<file path="src/design/sync_count_regs.svh">
// Offsets, field positions, reset values and counts of the sync count block.
// Assumes byte addresses on a 16-bit register port; included by bare name.
`ifndef SYNC_COUNT_REGS_SVH
`define SYNC_COUNT_REGS_SVH
// ==========================================================
// Register offsets
`define OFS_FIFO_DEPTH      10'h018
`define OFS_IRQ_STATUS      10'h020
`define OFS_IRQ_MASK        10'h022
`define OFS_FILTER_CTRL     10'h024
`define OFS_REJECT_FILTER   10'h026
`define OFS_ACCEPT_VALUE    10'h028
`define OFS_ACCEPT_MASK     10'h02A
`define OFS_NODE_CONFIG     10'h02C
`define OFS_TX_IDENT        10'h180
`define OFS_TX_CYCLE_LEN    10'h182
`define OFS_TX_HDR_CHECK    10'h184
`define OFS_TX_PAYLOAD0     10'h186
`define OFS_TX_PAYLOAD15    10'h1A4
`define OFS_BUFFER0         10'h200
`define OFS_BUFFER58        10'h2E8
`define OFS_EVEN_COUNT      10'h33C
`define OFS_ODD_COUNT       10'h33E
// ==========================================================
// Field positions and masks
`define BUF_IRQ_FLAG_BIT    2
`define BUF_WRITE_MASK      16'hFF4D
`define NODE_SENDS_SYNC_BIT 15
`define IRQ_EVEN_COUNTED    0
`define IRQ_ODD_COUNTED     1
`define IRQ_FIFO_REFUSED    2
// ==========================================================
// Reset values and counts
`define RST_FIFO_DEPTH      6'h00
`define RST_BUFFER_WORD     16'h0000
`define BUFFER_COUNT        59
`define BUFFER_LAST         6'h3A
`define FIFO_CODE_MAX       6'h3A
`define FIFO_ALL_BUFFERS    6'h3B
`define COUNT_FULL          4'hF
`endif

</file>
<file path="src/design/sync_count_pkg.sv">
// Types shared by the sync count block and whoever connects to it.
// Assumes one protocol clock; the engine inputs come from the same clock.
package sync_count_pkg;
    // ==========================================================
    // Protocol state reported by the engine, one-hot.
    typedef enum logic [5:0] {
        POC_CONFIG              = 6'h01,
        POC_INIT_SCHEDULE       = 6'h02,
        POC_COLDSTART_COLLISION = 6'h04,
        POC_NORMAL_ACTIVE       = 6'h08,
        POC_NORMAL_PASSIVE      = 6'h10,
        POC_OTHER               = 6'h20
    } poc_state_t;
    // Host register request.
    typedef struct packed {
        logic [9:0]  addr;
        logic [15:0] wdata;
        logic        write;
        logic        read;
    } reg_req_t;
    // Events and state from the protocol engine.
    typedef struct packed {
        poc_state_t  state;
        logic        cycle_odd;
        logic        idle_odd;
        logic        even_end;
        logic        sync_valid;
        logic [10:0] sync_id;
        logic        buf_event;
        logic [5:0]  buf_event_idx;
    } engine_in_t;
    // Writes into the sync identifier tables.
    typedef struct packed {
        logic        even_we;
        logic [3:0]  even_idx;
        logic [10:0] even_id;
        logic        odd_we;
        logic [3:0]  odd_idx;
        logic [10:0] odd_id;
    } ident_write_t;
    // Whole state of the block.
    typedef struct packed {
        logic [3:0]        even_count;
        logic [3:0]        odd_count;
        logic [5:0]        fifo_code;
        logic [58:0][15:0] bufw;
        logic [15:0]       tx_ident;
        logic [6:0]        tx_len;
        logic [10:0]       tx_hcrc;
        logic [15:0][15:0] tx_payload;
        logic [1:0]        filt_ctrl;
        logic [10:0]       rej_id;
        logic [10:0]       acc_val;
        logic [10:0]       acc_mask;
        logic              sends_sync;
        logic [10:0]       own_id;
        logic [2:0]        irq_status;
        logic [2:0]        irq_mask;
        poc_state_t        prev_state;
        logic [15:0]       rdata;
        ident_write_t      tab;
    } block_state_t;
endpackage

</file>
<file path="src/design/sync_count_and_buffer_regs.sv">
// Sync frame counters, receive FIFO depth, buffer control words and the
// transmit window registers, reached over a plain 16-bit register port.
// Assumes the protocol engine runs on i_clk and drives i_engine directly.
//
// Added by the designer: the plain strobed port.
`timescale 1ns/1ns
`include "sync_count_regs.svh"
module sync_count_and_buffer_regs
(
    input  wire logic                          i_clk,
    input  wire logic                          i_rst,
    input  wire sync_count_pkg::reg_req_t      i_req,
    output logic [15:0]                        o_rdata,
    output logic                               o_irq,
    input  wire sync_count_pkg::engine_in_t    i_engine,
    output sync_count_pkg::ident_write_t       o_table,
    output logic [5:0]                         o_fifo_buffers,
    output logic [58:0]                        o_buffer_valid,
    output logic [58:0]                        o_buffer_irq
);
    import sync_count_pkg::*;

    block_state_t st;
    block_state_t next_st;

    // ==========================================================
    // Decoding helpers

    // Buffer count for a FIFO depth code.
    function automatic logic [5:0] fifo_count(input logic [5:0] code);
        if (code <= `FIFO_CODE_MAX)
        begin
            return code;
        end
        return `FIFO_ALL_BUFFERS;
    endfunction

    // True when the address hits a buffer control word.
    function automatic logic is_buf(input logic [9:0] a);
        return (a >= `OFS_BUFFER0) && (a <= `OFS_BUFFER58) && (a[1:0] == 2'b00);
    endfunction

    // Buffer index of a buffer control word address.
    function automatic logic [5:0] buf_idx(input logic [9:0] a);
        logic [9:0] d;
        d = a - `OFS_BUFFER0;
        return d[7:2];
    endfunction

    // True when the address hits a transmit payload word.
    function automatic logic is_pay(input logic [9:0] a);
        return (a >= `OFS_TX_PAYLOAD0) && (a <= `OFS_TX_PAYLOAD15) && (a[0] == 1'b0);
    endfunction

    // Payload word index of a payload address.
    function automatic logic [3:0] pay_idx(input logic [9:0] a);
        logic [9:0] d;
        d = a - `OFS_TX_PAYLOAD0;
        return d[4:1];
    endfunction

    // ==========================================================
    // Engine-side conditions
    logic       normal;
    logic       enter_clear;
    logic       clr_even;
    logic       clr_odd;
    logic       filt_pass;
    logic       accept;
    logic [3:0] clr_value;
    logic [2:0] ev;

    // Sync frame filtering and the clear conditions.
    always_comb
    begin
        normal = (i_engine.state == POC_NORMAL_ACTIVE) || (i_engine.state == POC_NORMAL_PASSIVE);
        enter_clear = (i_engine.state != st.prev_state) &&
                      ((i_engine.state == POC_INIT_SCHEDULE) ||
                       (i_engine.state == POC_COLDSTART_COLLISION));
        clr_even = enter_clear || (normal && i_engine.idle_odd);
        clr_odd  = enter_clear || (normal && i_engine.even_end);
        filt_pass = 1'b1;
        // Filtering is on when either filter is switched on; both may stack.
        if (st.filt_ctrl[0] && (i_engine.sync_id == st.rej_id))
        begin
            filt_pass = 1'b0;
        end
        if (st.filt_ctrl[1] && (((i_engine.sync_id ^ st.acc_val) & st.acc_mask) != 11'h000))
        begin
            filt_pass = 1'b0;
        end
        accept = i_engine.sync_valid && filt_pass;
        clr_value = st.sends_sync ? 4'h1 : 4'h0;
    end

    // ==========================================================
    // Next-state logic
    always_comb
    begin
        next_st = st;
        next_st.rdata = 16'h0000;
        next_st.tab.even_we = 1'b0;
        next_st.tab.odd_we = 1'b0;
        next_st.prev_state = i_engine.state;
        ev = 3'b000;

        // Host writes; the counters have no write path at all.
        if (i_req.write)
        begin
            unique case (i_req.addr)
                `OFS_FIFO_DEPTH:
                begin
                    if (i_engine.state == POC_CONFIG)
                    begin
                        next_st.fifo_code = i_req.wdata[5:0];
                    end
                    else
                    begin
                        ev[`IRQ_FIFO_REFUSED] = 1'b1;
                    end
                end
                `OFS_IRQ_STATUS:
                begin
                    next_st.irq_status = st.irq_status & ~i_req.wdata[2:0];
                end
                `OFS_IRQ_MASK:
                begin
                    next_st.irq_mask = i_req.wdata[2:0];
                end
                `OFS_FILTER_CTRL:
                begin
                    next_st.filt_ctrl = i_req.wdata[1:0];
                end
                `OFS_REJECT_FILTER:
                begin
                    next_st.rej_id = i_req.wdata[10:0];
                end
                `OFS_ACCEPT_VALUE:
                begin
                    next_st.acc_val = i_req.wdata[10:0];
                end
                `OFS_ACCEPT_MASK:
                begin
                    next_st.acc_mask = i_req.wdata[10:0];
                end
                `OFS_NODE_CONFIG:
                begin
                    next_st.sends_sync = i_req.wdata[`NODE_SENDS_SYNC_BIT];
                    next_st.own_id = i_req.wdata[10:0];
                end
                `OFS_TX_IDENT:
                begin
                    next_st.tx_ident = i_req.wdata;
                end
                `OFS_TX_CYCLE_LEN:
                begin
                    next_st.tx_len = i_req.wdata[6:0];
                end
                `OFS_TX_HDR_CHECK:
                begin
                    next_st.tx_hcrc = i_req.wdata[10:0];
                end
                default:
                begin
                    if (is_buf(i_req.addr))
                    begin
                        next_st.bufw[buf_idx(i_req.addr)] = i_req.wdata & `BUF_WRITE_MASK;
                    end
                    else if (is_pay(i_req.addr))
                    begin
                        next_st.tx_payload[pay_idx(i_req.addr)] = i_req.wdata;
                    end
                end
            endcase
        end

        // Even counter: a clear wins over a frame in the same cycle.
        if (clr_even)
        begin
            next_st.even_count = clr_value;
            next_st.tab.even_we = st.sends_sync;
            next_st.tab.even_idx = 4'h0;
            next_st.tab.even_id = st.own_id;
        end
        else if (accept && !i_engine.cycle_odd && (st.even_count != `COUNT_FULL))
        begin
            next_st.even_count = st.even_count + 4'h1;
            next_st.tab.even_we = 1'b1;
            next_st.tab.even_idx = st.even_count;
            next_st.tab.even_id = i_engine.sync_id;
            ev[`IRQ_EVEN_COUNTED] = 1'b1;
        end

        // Odd counter, same scheme on the odd table.
        if (clr_odd)
        begin
            next_st.odd_count = clr_value;
            next_st.tab.odd_we = st.sends_sync;
            next_st.tab.odd_idx = 4'h0;
            next_st.tab.odd_id = st.own_id;
        end
        else if (accept && i_engine.cycle_odd && (st.odd_count != `COUNT_FULL))
        begin
            next_st.odd_count = st.odd_count + 4'h1;
            next_st.tab.odd_we = 1'b1;
            next_st.tab.odd_idx = st.odd_count;
            next_st.tab.odd_id = i_engine.sync_id;
            ev[`IRQ_ODD_COUNTED] = 1'b1;
        end

        // Hardware sets come after the host clear so a set is never lost.
        next_st.irq_status = next_st.irq_status | ev;
        if (i_engine.buf_event && (i_engine.buf_event_idx <= `BUFFER_LAST))
        begin
            next_st.bufw[i_engine.buf_event_idx][`BUF_IRQ_FLAG_BIT] = 1'b1;
        end

        // Read data is taken from the current state and shown next cycle.
        if (i_req.read)
        begin
            unique case (i_req.addr)
                `OFS_FIFO_DEPTH:    next_st.rdata = {10'h000, st.fifo_code};
                `OFS_IRQ_STATUS:    next_st.rdata = {13'h0000, st.irq_status};
                `OFS_IRQ_MASK:      next_st.rdata = {13'h0000, st.irq_mask};
                `OFS_FILTER_CTRL:   next_st.rdata = {14'h0000, st.filt_ctrl};
                `OFS_REJECT_FILTER: next_st.rdata = {5'h00, st.rej_id};
                `OFS_ACCEPT_VALUE:  next_st.rdata = {5'h00, st.acc_val};
                `OFS_ACCEPT_MASK:   next_st.rdata = {5'h00, st.acc_mask};
                `OFS_NODE_CONFIG:   next_st.rdata = {st.sends_sync, 4'h0, st.own_id};
                `OFS_TX_IDENT:      next_st.rdata = st.tx_ident;
                `OFS_TX_CYCLE_LEN:  next_st.rdata = {9'h000, st.tx_len};
                `OFS_TX_HDR_CHECK:  next_st.rdata = {5'h00, st.tx_hcrc};
                `OFS_EVEN_COUNT:    next_st.rdata = {12'h000, st.even_count};
                `OFS_ODD_COUNT:     next_st.rdata = {12'h000, st.odd_count};
                default:
                begin
                    if (is_buf(i_req.addr))
                    begin
                        next_st.rdata = st.bufw[buf_idx(i_req.addr)];
                    end
                    else if (is_pay(i_req.addr))
                    begin
                        next_st.rdata = st.tx_payload[pay_idx(i_req.addr)];
                    end
                end
            endcase
        end
    end

    // ==========================================================
    // State register. Clearing every bit but prev_state, which loads POC_CONFIG,
    // is a legal choice for the undefined ones and keeps simulation free of unknowns.
    always_ff @(posedge i_clk)
    begin
        if (i_rst)
        begin
            st <= '0;
            st.prev_state <= POC_CONFIG;
        end
        else
        begin
            st <= next_st;
        end
    end

    // ==========================================================
    // Outputs.
    assign o_rdata = st.rdata;
    assign o_irq = |(st.irq_status & st.irq_mask);
    assign o_table = st.tab;
    assign o_fifo_buffers = fifo_count(st.fifo_code);

    // Per-buffer valid and pending interrupt lines.
    genvar gi;
    generate
        for (gi = 0; gi < `BUFFER_COUNT; gi = gi + 1)
        begin : g_buf
            assign o_buffer_valid[gi] = st.bufw[gi][15];
            assign o_buffer_irq[gi] = st.bufw[gi][3] & st.bufw[gi][`BUF_IRQ_FLAG_BIT];
        end
    endgenerate
endmodule

</file>
<file path="config.mk">
export PLATFORM = sky130hd
export DESIGN_NAME = sync_count_and_buffer_regs
export DESIGN_NICKNAME = d
export VERILOG_FILES = /design/src/design/sync_count_pkg.sv /design/src/design/sync_count_and_buffer_regs.sv
export VERILOG_INCLUDE_DIRS = /design/src /design/src/design
export SDC_FILE = /design/constraint.sdc
export NUM_CORES = 2
export LEC_CHECK = 0
export BUFFER_PORTS_ARGS = -buffer_cell sky130_fd_sc_hd__clkbuf_2
export CAP_MARGIN = 10
export CORE_MARGIN = 5
export CORE_UTILIZATION = 35
export CTS_CLUSTER_SIZE = 30
export DETAILED_ROUTE_END_ITERATION = 6
export SLEW_MARGIN = 5
export SYNTH_ARGS = -nofsm -noshare
export SYNTH_HDL_FRONTEND = slang
export SYNTH_SLANG_ARGS = --single-unit
</file>
<file path="constraint.sdc">
create_clock -name i_clk -period 7.1 [get_ports i_clk]
set_input_delay 1.065 -clock i_clk [delete_from_list [all_inputs] [get_ports i_clk]]
set_output_delay 1.065 -clock i_clk [all_outputs]
set_load 0.03 [all_outputs]
</file>
# Yosys cells after proc, flatten, opt, wreduce, memory -nomap -nowiden
# Index checks and enable logic that the tools add are counted.
[word_totals] ff_bits=1355 wordCells=301
[classes] addsub=4 n_lt_le_gt_ge=12 bitwise_logic=70 eq_ne=22 muxes=53 reduce_logical=43
[op_table] op="944-bit two-way mux" n=3
[op_table] op="1287-bit two-way mux" n=1
[op_table] op="944-bit bitwise mux" n=1
[op_table] op="944-bit bitwise OR" n=1
[op_table] op="256-bit two-way mux" n=3
[op_table] op="256-bit bitwise mux" n=1
[op_table] op="16-bit one-hot mux with 13 select lines" n=1
[op_table] op="16-bit demux with 6-bit select" n=2
[op_table] op="16-bit two-way mux" n=11
[op_table] op="16-bit binary-select mux with 6-bit select" n=1
[op_table] op="10-bit by 6-bit == test with 1-bit output (second input constant)" n=7
[op_table] op="16-bit binary-select mux with 4-bit select" n=1
[op_table] op="16-bit demux with 4-bit select" n=1
[op_table] op="1-bit AND" n=59
[op_table] op="11-bit two-way mux" n=4
[op_table] op="10-bit by 9-bit == test with 1-bit output (second input constant)" n=3
[op_table] op="10-bit == test (second input constant)" n=2
[op_table] op="1-bit logical AND" n=18
[op_table] op="2-bit AND reduction" n=9
[op_table] op="4-bit two-way mux" n=4
[op_table] op="6-bit by 7-bit < comparator with 1-bit output (second input constant)" n=2
[op_table] op="6-bit by 1-bit >= comparator with 1-bit output (second input constant)" n=2
[op_table] op="6-bit <= comparator (second input constant)" n=2
[op_table] op="12-bit two-way mux" n=1
[op_table] op="other kinds (39)" n=64

# Longest topological paths before layout
[depth] depth_word=12 depth_mapped=14 depth_no_buf=8

# Least setup slack after synthesis
# Ideal clock, no wire load.
[synth_timing] path_type="input port to flip-flop" start="in i_req[19] (netlist bit)" end="reg st (netlist bit o_rdata[15])" cell_stages=13 path_slack_ns=2.887 arrival_ns=4.091 path_cell_list="buf_2 buf_4 buf_4 buf_2 inv_1 ha_1 buf_2 clkbuf_1 clkbuf_1 mux4_2 nand2_1 nand3_1 a311o_1"
[synth_between] elab_chain_cells=6 word_cells_on_any_way=31 cone_classes="add/sub: 2; order compare: 4; eq/ne: 13; mux: 7; reduce/logical: 5"
[synth_rtl] element="start, declared" line_no="sync_count_and_buffer_regs.sv:12" rtl="input wire sync_count_pkg::reg_req_t i_req,"
[synth_rtl] element="parallel branches: the longest is 5 deep, another holds 8-bit by 1-bit subtractor with 8-bit output"
[synth_rtl] element="16-bit one-hot mux with 13 select lines *" line_no="sync_count_and_buffer_regs.sv:221" rtl="unique case (i_req.addr)"
[synth_rtl] element="end signal, assigned" line_no="sync_count_and_buffer_regs.sv:262" rtl="st <= next_st;"
[synth_rtl] element="end, declared" line_no="sync_count_and_buffer_regs.sv:23" rtl="block_state_t st;"
# Mark *: on every way between the ends. The select of a mux whose other input is x is not followed.
# A chain may end at the register's enable or synchronous reset.

# Final worst setup path
[layout_timing] start="in i_req[22] (netlist bit)" end="reg st[879] (netlist bit)"
[layout_between] elab_chain_cells=11 word_cells_on_any_way=28 cone_classes="add/sub: 1; order compare: 4; eq/ne: 11; mux: 7; bitwise: 1; reduce/logical: 4"
[layout_rtl] element="8-bit by 1-bit subtractor with 8-bit output (no source line)"
[layout_rtl] element="6-bit by 7-bit < comparator with 1-bit output or 6-bit by 1-bit >= comparator with 1-bit output (tied branches)"
[layout_rtl] element="1-bit logical AND (no source line)"
[layout_rtl] element="16-bit two-way mux (no source line)"
[layout_rtl] element="16-bit demux with 6-bit select (no source line)"
[layout_rtl] element="944-bit bitwise mux (no source line)"
[layout_rtl] element="944-bit two-way mux" line_no="sync_count_and_buffer_regs.sv:165" rtl="if (is_buf(i_req.addr))"
[layout_rtl] element="944-bit two-way mux *" line_no="sync_count_and_buffer_regs.sv:110" rtl="unique case (i_req.addr)"
[layout_rtl] element="1287-bit two-way mux *" line_no="sync_count_and_buffer_regs.sv:108" rtl="if (i_req.write)"
[layout_rtl] element="944-bit bitwise OR (no source line)"
[layout_rtl] element="944-bit two-way mux *" line_no="sync_count_and_buffer_regs.sv:213" rtl="if (i_engine.buf_event && (i_engine.buf_event_idx <= `BUFFER_LAST))"
# Every way passes the cells marked *; elsewhere a longest branch is shown, timed or not.

==> impl_results.md <==
* Asr flop ratio synth at 0%
* Avg Cell Area, Syn at between 8 and 9 um^2
* IO Port Bufs at 230
* Most frequent CP cell: a21oi_1
* Worst Path Required at about 7.7 ns
* CTS root buf: clkbuf_16
* Clk sinks at about 1400
* RSZ-0062 raised after global routing: false
* DRT iter0 DRCs at 7150
* Hold-fix buffers, CTS at 0
* Clk Latency, worst-skew pair at roughly 0.8 ns
* CP bufs+invs at 1
* Final wirelength at around 220000 um
* Delay-heaviest family, CP: simple AND/OR/NAND/NOR gates
* Cell taking the most area after synthesis: dfxtp_1
* Reg2reg setup slack at 3.97 ns
* Die Y at ~420 um
* Final Max Slew Viols at 0
* VDD IR max at roughly 260 uV
* Critical Path, Cell by Cell: clkbuf_2 -> a21oi_1 -> o2111a_1 -> nand2_1 -> nor2_2 -> mux2i_1 -> a21oi_1
* Multi-input gate area at ~29000 um^2
* CP peak stage delay at ~1.2 ns
* Most frequent cells after synthesis: 1740 x nand2_1, 1355 x dfxtp_1, 889 x a21oi_1
* Mapped Cells at 6675
* Remaining antenna violation count at 0
* CTS buffer count at 146
* Synth Area in Compound Gates at 12.72%
* Number of synthesized flops with an enable pin at 0
* Total Routing Usage GR at between 20% and 30%
* P per Cell Area at around 250 nW/um^2
* HPWL Detailed at between 100000 and 150000 um
* First-pass GRT wire length at ~320000 um
* # nets final at between 6000 and 7000
* Min Tclk post-route at about 4.5 ns
* Fin Hold WS at approximately 0.45 ns
* CTS resizes at 0
* Vias per cell at 5.728
* Fillers at 16671
* Vias at 50405
* Routed len/inst at approximately 25 um
* Total grt overflow at 0
* Post-Synth XOR/XNOR Area at 0.5274%
* Adder-Cell Fraction of Synth Area at less than 1%
* Fin Clk Skew at about 0.036 ns
* Headroom to the max-slew limit at 15.67%
* Main synth FF type: dfxtp_1
* Share of layout cells above drive strength 1 at 14.70%
* Startpoint Class: input pin
* Post-Synthesis Cell Area at 59300 um^2
* CTS HTree Levels at 4
* Syn Nets at 6741
* Vias in the first global route at 46956
* Status: complete, no violations
* Core Rows at 151
* Initial antenna violation count at 14
* Synth top area share at approximately 46%
* Yosys Warn Count at 0
* Synth top area cells: dfxtp_1 46%, nand2_1 11%, mux4_2 11%
* Top-count cell post-synth: nand2_1
* DRT Pass-1 Iters at 6
* Peak fanout along the critical path at 30
* Flops & latches, synth at ~1400
* Mux cell area share after synthesis at between 15 and 20%
* Setup TNS at 0 ns
* Layout area overhead at 11.35%
* Post-Synth Simple-Gate Area at roughly a fifth
* Die area at around 180000 um^2
* I/O pin count at ~230
* Yosys cell types at 86
* Starting Density at between 30% and 40%
* Largest family of logic cells by synthesized area: simple AND/OR/NAND/NOR gates
* CTS tree: done
* Postcts setup bufs at 0
* CP arrival at 5.13 ns
* Post-Route Utilization at 39.10%
* Largest net degree at the start of global routing at around 220
* Core Box Area at 168900 um^2
* Fmax at ~220 MHz
* Sequential fraction of the synthesis area at 45.74%
* Clock Tree Buf Depth at 3
* # Max-Cap Violations at 0
* DIE WIDTH at 421.6 um
* CTS clk-pin slew, worst paths at about 0.060 ns
* Worst Tran Pin Value at 1.254 ns
* Crit-path slowest cell: nor2_2
* DRC viols at 0
* Final period util at roughly 63%
* Fin. Hold Viols at 0
* Kind of critical path: input pin to flop
* Worst Hold Class: flop to flop
* Crit. End Element: flop
* Static leakage at 22.26 nW
* Final setup viols at 0
* GPL Wtd Cong at roughly 0.92
* Sequential Area at 27130 um^2
## metal layers
layer | wire length (um) | vias up | track usage, %
li1 | - | 22499 | -
met1 | 85950 | 24598 | 30.83
met2 | 95680 | 2724 | 35.60
met3 | 21020 | 578 | 4.877
met4 | 15080 | 6 | 14.35
met5 | 39 | - | 0
## report_power, final
part | switching, mW | leakage (nW) | total, mW | internal, mW
registers | 0.0128 | 10.9 | 7.63 | 7.62
logic | 0.659 | 8.86 | 0.853 | 0.194
clock network | 3.33 | 2.49 | 8.03 | 4.69
## path summary, 6_finish.rpt
check,startpoint,end,depth (start not counted)
max,i_req[22],st[879]$_SDFF_PP0_,7
min,flop,flop,2
max reg2reg,flop,o_rdata[3]$_SDFF_PP0_,6
min reg2reg,flop,flop,2
## layout by cell type, fill, tap and decap left out, types with 8 or more instances in the layout
master / n
or3_1: 8
nor2_2: 8
o21ai_0: 199
inv_1: 9
nand3_1: 134
a221oi_1: 17
nor3_1: 16
nor3_2: 10
a22oi_1: 66
clkinv_2: 20
a311oi_1: 24
xnor2_1: 19
nor2_1: 294
clkbuf_2: 214
or2_2: 13
a22o_1: 14
clkbuf_1: 29
mux2i_1: 252
buf_4: 136
nand2b_1: 11
and2_1: 66
o2bb2ai_1: 8
diode_2: 8
a31oi_1: 69
mux4_2: 286
xor2_1: 11
a21oi_1: 889
nor3b_1: 74
dfxtp_1: 1355
clkbuf_8: 36
bufinv_16: 12
and3_1: 180
nand4_1: 9
o22ai_1: 11
nand2_1: 1739
clkbuf_16: 148
## layout make-up
class / count / share of cell area, %
clock buffer: 213 / 6.523
antenna: 8 / 0.03032
inverter: 11 / 0.06631
sequential: 1355 / 41.08
tap: 2218 / 4.202
clock inverter: 51 / 1.139
multi-input combinational: 4581 / 43.48
timing repair buffer: 362 / 3.479
## logic make-up (layout without fill, tap and decap cells)
group	Yosys count	in the layout
AOI/OAI and AO/OA	1360	1360
DFF	1355	1355
buffers and inverters	739	637
and+or+nand+nor	2635	2635
adders and majority gates	8	8
xor gates and xnor gates	34	34
muxes	544	544
other	0	8
## stage by stage
step                      worst slack, ns  std cells  instance area, um^2  power [mW]
final                               2.611       8799                66040       16.51
after CTS                           2.830       8790                66000       16.59
after detailed placement            1.976       8526                60940       8.637
after global routing                2.487       8795                66030       16.94
after global placement              1.984       8525                60940       8.636
after floorplan                     2.887       6675                59300       8.343
## tightest hold or removal path, delay by kind of cell (launching register included)
| family | cells | cell delay (ns) |
|---|---|---|
| AND/OR/NAND/NOR | 1 | 0.05 |
| AO/OA/AOI/OAI | 1 | 0.05 |
| flip-flops | 1 | 0.30 |
(Power assumes the default switching activity.)
